File: config.mk
export PLATFORM = sky130hd
export DESIGN_NAME = abpeb_bank
export DESIGN_NICKNAME = d
export VERILOG_FILES = /design/src/core/abpeb_pkg.sv /design/src/core/abpeb_bank.sv
export VERILOG_INCLUDE_DIRS = /design/src /design/src/core
export SDC_FILE = /design/constraint.sdc
export NUM_CORES = 1
export LEC_CHECK = 0
export ABC_CLOCK_PERIOD_IN_PS = 1600
export CORE_MARGIN = 1
export CORE_UTILIZATION = 56
export DETAILED_ROUTE_END_ITERATION = 10
export DONT_BUFFER_PORTS = 1
export GPL_ROUTABILITY_DRIVEN = 0
export PLACE_DENSITY = 0.71
export SYNTH_ARGS = -nofsm -noshare
export SYNTH_HDL_FRONTEND = slang
export SYNTH_SLANG_ARGS = --single-unit
export TNS_END_PERCENT = 50
File: constraint.sdc
create_clock -name pclk -period 1.6 [get_ports pclk]
set_clock_uncertainty 0.1 [all_clocks]
set_input_delay 0.08 -clock pclk [delete_from_list [all_inputs] [get_ports pclk]]
set_output_delay 0.08 -clock pclk [all_outputs]
set_load 0.01 [all_outputs]
File: src/core/abpeb_regs.svh
`ifndef ABPEB_REGS_SVH
`define ABPEB_REGS_SVH
// Contract
// Bit 14 enables the waveform generator.
// Writing one to bit 13 starts temperature measurement.
// Finished temperature result lands in result register.
// Bit 12 powers the temperature sensor.
// No measurement without the trigger bit set.
// Bit 11 enables high speed transimpedance amplifier.
// Bit 10 enables the instrumentation amplifier.
// Bit 9 enables the excitation buffer.
// Bit 8 lets a powered converter convert.
// Bit 7 powers the converter.
// Software sets run and power for conversions.
// Bit 6 enables DAC, filter and attenuator.
// DAC enable never turns on waveform generator.
// Bit 5 high powers down the reference.
// Config at 0x2000, resets to 0x00080000.
// Bits 4:0 read zero; enables act next edge.

////////////////////////////////////////////////////////////////////////
// Register map
`define ABPEB_CFG_ADDR      32'h0000_2000
`define ABPEB_TEMP_ADDR     32'h0000_2004
`define ABPEB_CFG_RST       32'h0008_0000
`define ABPEB_CFG_UPPER_MSK 32'hffff_8000

////////////////////////////////////////////////////////////////////////
// Configuration bit positions
`define ABPEB_BIT_WAVEGEN   14
`define ABPEB_BIT_TEMPTRIG  13
`define ABPEB_BIT_TEMPPWR   12
`define ABPEB_BIT_TIA       11
`define ABPEB_BIT_INAMP     10
`define ABPEB_BIT_EXBUF     9
`define ABPEB_BIT_CONVRUN   8
`define ABPEB_BIT_CONVPWR   7
`define ABPEB_BIT_DAC       6
`define ABPEB_BIT_REFPD     5

////////////////////////////////////////////////////////////////////////
// Temperature result register fields
`define ABPEB_TEMP_VALID_BIT 31
`define ABPEB_TEMP_BUSY_BIT  30
`define ABPEB_TEMP_DATA_W    16
`endif

File: src/core/abpeb_pkg.sv
package abpeb_pkg;

	// Temperature measurement sequence
	typedef enum logic [2:0] {
		ABPEB_T_IDLE = 3'b001,
		ABPEB_T_BUSY = 3'b010,
		ABPEB_T_DONE = 3'b100
	} abpeb_temp_state_type;

	// Configuration bits 14 down to 5
	typedef struct packed {
		logic wavegen_on;
		logic temp_measure_trigger;
		logic temp_sensor_power;
		logic hs_transimpedance_on;
		logic instr_amp_on;
		logic excitation_buffer_on;
		logic converter_run;
		logic converter_power;
		logic hs_dac_path_on;
		logic hp_reference_powerdown;
	} abpeb_cfg_type;

endpackage : abpeb_pkg

File: src/core/abpeb_bank.sv
// Decided for this implementation: the result register offset and the APB interface to the registers.
`include "abpeb_regs.svh"

module abpeb_bank #(
	parameter int TEMP_W = `ABPEB_TEMP_DATA_W
) (
	// System
	input  wire logic              pclk,
	input  wire logic              presetn,
	// APB slave
	input  wire logic              psel,
	input  wire logic              penable,
	input  wire logic              pwrite,
	input  wire logic [31:0]       paddr,
	input  wire logic [31:0]       pwdata,
	output logic      [31:0]       prdata,
	output logic                   pready,
	output logic                   pslverr,
	// Sub-block enables
	output logic                   wavegen_on,
	output logic                   temp_sensor_power,
	output logic                   hs_transimpedance_on,
	output logic                   instr_amp_on,
	output logic                   excitation_buffer_on,
	output logic                   converter_power,
	output logic                   converter_run,
	output logic                   hs_dac_path_on,
	output logic                   hp_reference_powerdown,
	// Temperature conversion handshake
	output logic                   temp_convert_req,
	input  wire logic              temp_convert_done,
	input  wire logic [TEMP_W-1:0] temp_convert_data
);

	////////////////////////////////////////////////////////////////////
	// State
	typedef struct packed {
		abpeb_pkg::abpeb_cfg_type        cfg;
		abpeb_pkg::abpeb_temp_state_type tst;
		logic [TEMP_W-1:0]               temp_result_data;
		logic                            temp_valid;
		logic [31:0]                     rdata;
		logic                            err;
	} abpeb_state_type;

	abpeb_state_type st_r;
	abpeb_state_type st_nxt;

	logic        setup_phase;
	logic        access_phase;
	logic        hit_cfg;
	logic        hit_temp;
	logic        cfg_wr;
	logic [31:0] cfg_rd;
	logic [31:0] temp_rd;
	logic        start_temp;

	////////////////////////////////////////////////////////////////////
	// Address decode
	assign setup_phase  = psel && !penable;
	assign access_phase = psel && penable;
	assign hit_cfg      = (paddr == `ABPEB_CFG_ADDR);
	assign hit_temp     = (paddr == `ABPEB_TEMP_ADDR);
	assign cfg_wr       = access_phase && pwrite && hit_cfg;

	////////////////////////////////////////////////////////////////////
	// Read views
	always_comb begin
		// Bits 31:15 belong elsewhere; they read their reset image
		cfg_rd = `ABPEB_CFG_RST & `ABPEB_CFG_UPPER_MSK;
		cfg_rd[`ABPEB_BIT_WAVEGEN]  = st_r.cfg.wavegen_on;
		cfg_rd[`ABPEB_BIT_TEMPTRIG] = st_r.cfg.temp_measure_trigger;
		cfg_rd[`ABPEB_BIT_TEMPPWR]  = st_r.cfg.temp_sensor_power;
		cfg_rd[`ABPEB_BIT_TIA]      = st_r.cfg.hs_transimpedance_on;
		cfg_rd[`ABPEB_BIT_INAMP]    = st_r.cfg.instr_amp_on;
		cfg_rd[`ABPEB_BIT_EXBUF]    = st_r.cfg.excitation_buffer_on;
		cfg_rd[`ABPEB_BIT_CONVRUN]  = st_r.cfg.converter_run;
		cfg_rd[`ABPEB_BIT_CONVPWR]  = st_r.cfg.converter_power;
		cfg_rd[`ABPEB_BIT_DAC]      = st_r.cfg.hs_dac_path_on;
		cfg_rd[`ABPEB_BIT_REFPD]    = st_r.cfg.hp_reference_powerdown;
		cfg_rd[4:0] = 5'h00;
	end

	always_comb begin
		temp_rd = 32'h0000_0000;
		temp_rd[TEMP_W-1:0] = st_r.temp_result_data;
		temp_rd[`ABPEB_TEMP_VALID_BIT] = st_r.temp_valid;
		temp_rd[`ABPEB_TEMP_BUSY_BIT] =
			(st_r.tst == abpeb_pkg::ABPEB_T_BUSY);
	end

	////////////////////////////////////////////////////////////////////
	// Measurement start
	// A one written to the trigger starts a reading only while the
	// sensor is (or becomes) powered; a write while busy is absorbed.
	assign start_temp = cfg_wr
		&& pwdata[`ABPEB_BIT_TEMPTRIG]
		&& pwdata[`ABPEB_BIT_TEMPPWR];

	////////////////////////////////////////////////////////////////////
	// Next state
	always_comb begin
		st_nxt = st_r;

		// Read data is captured in setup so it stands from a flop
		if (setup_phase) begin
			st_nxt.err = !(hit_cfg || hit_temp);
			if (!pwrite && hit_cfg) begin
				st_nxt.rdata = cfg_rd;
			end else if (!pwrite && hit_temp) begin
				st_nxt.rdata = temp_rd;
			end else begin
				st_nxt.rdata = 32'h0000_0000;
			end
		end

		// Writes land at the access edge; outputs follow that edge
		if (cfg_wr) begin
			st_nxt.cfg.wavegen_on =
				pwdata[`ABPEB_BIT_WAVEGEN];
			st_nxt.cfg.temp_measure_trigger =
				pwdata[`ABPEB_BIT_TEMPTRIG];
			st_nxt.cfg.temp_sensor_power =
				pwdata[`ABPEB_BIT_TEMPPWR];
			st_nxt.cfg.hs_transimpedance_on =
				pwdata[`ABPEB_BIT_TIA];
			st_nxt.cfg.instr_amp_on =
				pwdata[`ABPEB_BIT_INAMP];
			st_nxt.cfg.excitation_buffer_on =
				pwdata[`ABPEB_BIT_EXBUF];
			st_nxt.cfg.converter_run =
				pwdata[`ABPEB_BIT_CONVRUN];
			st_nxt.cfg.converter_power =
				pwdata[`ABPEB_BIT_CONVPWR];
			st_nxt.cfg.hs_dac_path_on =
				pwdata[`ABPEB_BIT_DAC];
			st_nxt.cfg.hp_reference_powerdown =
				pwdata[`ABPEB_BIT_REFPD];
		end

		unique case (st_r.tst)
			abpeb_pkg::ABPEB_T_IDLE: begin
				if (start_temp) begin
					st_nxt.tst = abpeb_pkg::ABPEB_T_BUSY;
					st_nxt.temp_valid = 1'b0;
				end
			end
			abpeb_pkg::ABPEB_T_BUSY: begin
				// Powering the sensor down or dropping the trigger
				// abandons the reading; no stale result is posted
				if (!st_r.cfg.temp_sensor_power
					|| !st_r.cfg.temp_measure_trigger) begin
					st_nxt.tst = abpeb_pkg::ABPEB_T_IDLE;
				end else if (temp_convert_done) begin
					st_nxt.tst = abpeb_pkg::ABPEB_T_DONE;
					st_nxt.temp_result_data =
						temp_convert_data;
					st_nxt.temp_valid = 1'b1;
				end
			end
			abpeb_pkg::ABPEB_T_DONE: begin
				// One cycle to drop the request before a new start
				st_nxt.tst = abpeb_pkg::ABPEB_T_IDLE;
			end
			default: begin
				st_nxt.tst = abpeb_pkg::ABPEB_T_IDLE;
			end
		endcase
	end

	////////////////////////////////////////////////////////////////////
	// Registers
	always_ff @(posedge pclk or negedge presetn) begin
		if (!presetn) begin
			st_r.cfg              <= '0;
			st_r.tst              <= abpeb_pkg::ABPEB_T_IDLE;
			st_r.temp_result_data <= '0;
			st_r.temp_valid       <= 1'b0;
			st_r.rdata            <= 32'h0000_0000;
			st_r.err              <= 1'b0;
		end else begin
			st_r <= st_nxt;
		end
	end

	////////////////////////////////////////////////////////////////////
	// Outputs
	// Zero wait states: every access completes in its first access cycle
	assign pready  = 1'b1;
	assign prdata  = st_r.rdata;
	assign pslverr = access_phase && st_r.err;

	assign wavegen_on           = st_r.cfg.wavegen_on;
	assign temp_sensor_power    = st_r.cfg.temp_sensor_power;
	assign hs_transimpedance_on = st_r.cfg.hs_transimpedance_on;
	assign instr_amp_on         = st_r.cfg.instr_amp_on;
	assign excitation_buffer_on = st_r.cfg.excitation_buffer_on;
	assign converter_power      = st_r.cfg.converter_power;
	// Run alone on an unpowered converter does nothing
	assign converter_run = st_r.cfg.converter_run
		&& st_r.cfg.converter_power;
	// Analog DAC path only; the generator keeps its own enable
	assign hs_dac_path_on = st_r.cfg.hs_dac_path_on;
	assign hp_reference_powerdown =
		st_r.cfg.hp_reference_powerdown;
	assign temp_convert_req = (st_r.tst == abpeb_pkg::ABPEB_T_BUSY);

endmodule : abpeb_bank

==> results.md <==
- FF+latch area: between 1000 and 1500 µm²
- Area delta synth->final: 18.5%
- Final Slew Violations: 0
- Fin util: 0.698
- Total Power: around 0.0023 W
- Clock Power Share: 0.380
- Vias: approximately 1500
- # nets final: approximately 280
- Initial drt markers: 55
- Clock root buffer: clkbuf_8
- Area leader, netlist: dfrtp_1
- Count leader, synth: dfrtp_1
- Hold_ws: -0.160 ns
- Sw Share: 0.207
- N_diodes: 0
- Placed Cells: 210
- Synth warn: 0
- Routed Antenna Nets: 0
- Total grt overflow: 0
- Post-layout minimum cycle time: around 1.7 ns
- Mapped cell area: 2390 µm²
- Worst Path Max Fanout: 10
- Full die area: around 4500 µm²
- Pre-Repair DR Iteration Count: 6
- Startpoint types: flip-flop
- NetSw: approximately 0.00047 W
- Worst Max-Slew Pin Slew: 0.610 ns
- Skew-Pair Late Insertion Delay: 0.30 ns
- Pint: roughly 0.0018 W
- Die width: between 60 and 70 µm
- Pre-CTS setup slack: -0.0475 ns
- Critical path arrival: around 1.8 ns
- CTS Sinks: 50
- Yosys cell types: 30
- GRT Util Overall: 0.232
- PwrDens: between 800 and 900 nW/µm²
- Initial antenna violation count: 0
- Core Box Area: 4060 µm²
- Vias in the first global route: 1493
- Top post-synthesis cells by area: dfrtp_1, mux2_2, buf_4, mux2_1, a22o_1
- Flop pwr share: 0.557
- Pleak: about 1.4 nW
- Max Fclk: 598 MHz
- Unrepaired setup endpoints after global routing: true
- First-pass GRT wire length: roughly 7400 µm
- Hpwl dp: ~3200 µm
- Max Cap Viol: 0
- CTS Hold Bufs: 30
- Die height: a little under 70 µm
- Worst IR Drop VDD: between 0.6 and 0.7 mV
- H-tree depth: 2
- Number of flops mapped to enable cells by yosys: 0
- IO buf count: 0
- Layout cells sized above 1: 0.312
- Seq/Total Area, Yosys: 0.524
- Top cell type's share of synthesized area: 0.513
- Hold crit path type: in2reg
- DRC: 0
- Post-Route WL: ~4800 µm
- Initial Utilization: 0.589
- Combinational power share: 0.063
- Crit Path Category: reg2reg
- Flops & latches, synth: 50
- Worst slew margin: 0.587
- Synth top cells by count: dfrtp_1, buf_4, mux2_2
- Area of the multi-input gates: approximately 950 µm²
- Final WS setup: -0.0727 ns
- Vias per cell: just under 6
- Clk buf depth: 2
- Primary FF master, synth: dfrtp_1
- Per-cell routed wire length: approximately 19 µm
- Failing checks: hold timing, setup timing
- Filler cell count: about 280
- FP Rows: 23
- TritonCTS clock tree: built
- Async SR Flop Fraction: 1.00
- Cells after synthesis: approximately 180
- Avg Inst Size Synth: about 14 µm²
- Worst EP required: 1.69 ns
- Crit end category: flip-flop
- CTS clk-pin slew, worst paths: approximately 0.090 ns
- Status: complete, but fails checks
- Finished Layout Cells: ~250
- Hold Vio Cnt, Final: 18
- Period utilisation layout: 1.05
- Final Setup Violations: 16
- TritonCTS buffer count: 5
- Largest net degree at the start of global routing: 51
- Ports: 130
## path summary, 6_finish.rpt
| check | startpoint | end | slack (ns) | cells past startpoint |
|---|---|---|---|---|
| max in group asynchronous | presetn | st_r[50] | 0.93 | 2 |
| setup reg to reg | st_r[52] | st_r[44] | -0.07 | 5 |
| min in group asynchronous | presetn | prdata[15] | 0.20 | 2 |
| hold / removal | paddr[2] | prdata[30] | -0.16 | 1 |
| hold reg to reg | st_r[0] | st_r[0] | 0.41 | 2 |
| setup / recovery | st_r[52] | st_r[44] | -0.07 | 5 |
## cells in the final DEF (no fill, tap or decap), types with 2 or more instances in the layout
cell type | synthesis | final
inv_1 | 2 | 2
clkbuf_8 | 0 | 5
nor4_2 | 2 | 2
a22o_1 | 12 | 12
nand4_2 | 2 | 2
dlygate4sd3_1 | 0 | 29
conb_1 | 2 | 14
nor4_1 | 3 | 3
buf_4 | 35 | 10
dfrtp_1 | 49 | 49
buf_12 | 0 | 3
mux2_2 | 24 | 15
nand2_1 | 2 | 2
a32o_1 | 8 | 8
mux2_1 | 12 | 7
mux2_4 | 0 | 14
nor4_4 | 2 | 2
## routing by layer
| layer | vias to the layer above | part of all wire | wire length, µm | GRT usage |
|---|---|---|---|---|
| met5 | - | 0 | 0 | 0 |
| met4 | 0 | 0.017 | 80 | 0.0957 |
| met3 | 8 | 0.053 | 252 | 0.0557 |
| met2 | 58 | 0.54 | 2600 | 0.411 |
| met1 | 752 | 0.39 | 1850 | 0.266 |
| li1 | 637 | - | - | - |
## sequential cells by signal, indices dropped and copies added (netlist names)
| signal | flops |
|---|---|
| st_r | 21 |
| prdata | 19 |
| cfg_rd | 2 |
| converter_power | 1 |
| excitation_buffer_on | 1 |
| hp_reference_powerdown | 1 |
| hs_dac_path_on | 1 |
| hs_transimpedance_on | 1 |
| instr_amp_on | 1 |
| temp_sensor_power | 1 |
| wavegen_on | 1 |
## what timing repair did
item / 4_1_cts / 5_1_grt
hold endpoints to repair: 97 / 18
cloned: 0 / 0
buffers inserted: 0 / 1
resized for setup: 6 / 0
endpoints found under the setup margin: 16 / 16
## cell type report
cell class | count | area share
tap | 50 | 0.0221
clock buffer | 6 | 0.0256
inverter | 2 | 0.00265
multi-input combinational | 96 | 0.335
clock inverter | 2 | 0.0132
timing repair buffer | 43 | 0.160
sequential | 50 | 0.442
## per-stage QoR
step           setup TNS (ns)  area [µm²]
2_1_floorplan           -1.99        2490
3_3_place_gp           -0.309        2380
3_5_place_dp           -0.420        2380
4_1_cts                -0.693        2830
5_1_grt                 -1.39        2830
6_report               -0.669        2830
## critical path: stages (launching register included)
cell and delay (ns):
dfrtp_1 0.41, nor3b_4 0.19, and3_4 0.21, and2_4 0.17, buf_12 0.14, mux2_2 0.33
## kinds of logic after synthesis
logic type,share of synthesized area
flip-flops,0.524
AND/OR/NAND/NOR,0.0921
buffers and inverters,0.126
multiplexers,0.170
AO/OA/AOI/OAI,0.0853
other,0.00314
## power by group through the flow
stage	sequential (W)	combinational, W	clock, W
floorplan	0.00129	0.0000752	0
global placement	0.00129	0.0000502	0
detailed placement	0.00129	0.0000521	0
CTS	0.00127	0.000142	0.000888
global route	0.00127	0.000159	0.000939
finish	0.00127	0.000142	0.000865
Power figures use the tool's default switching activity.
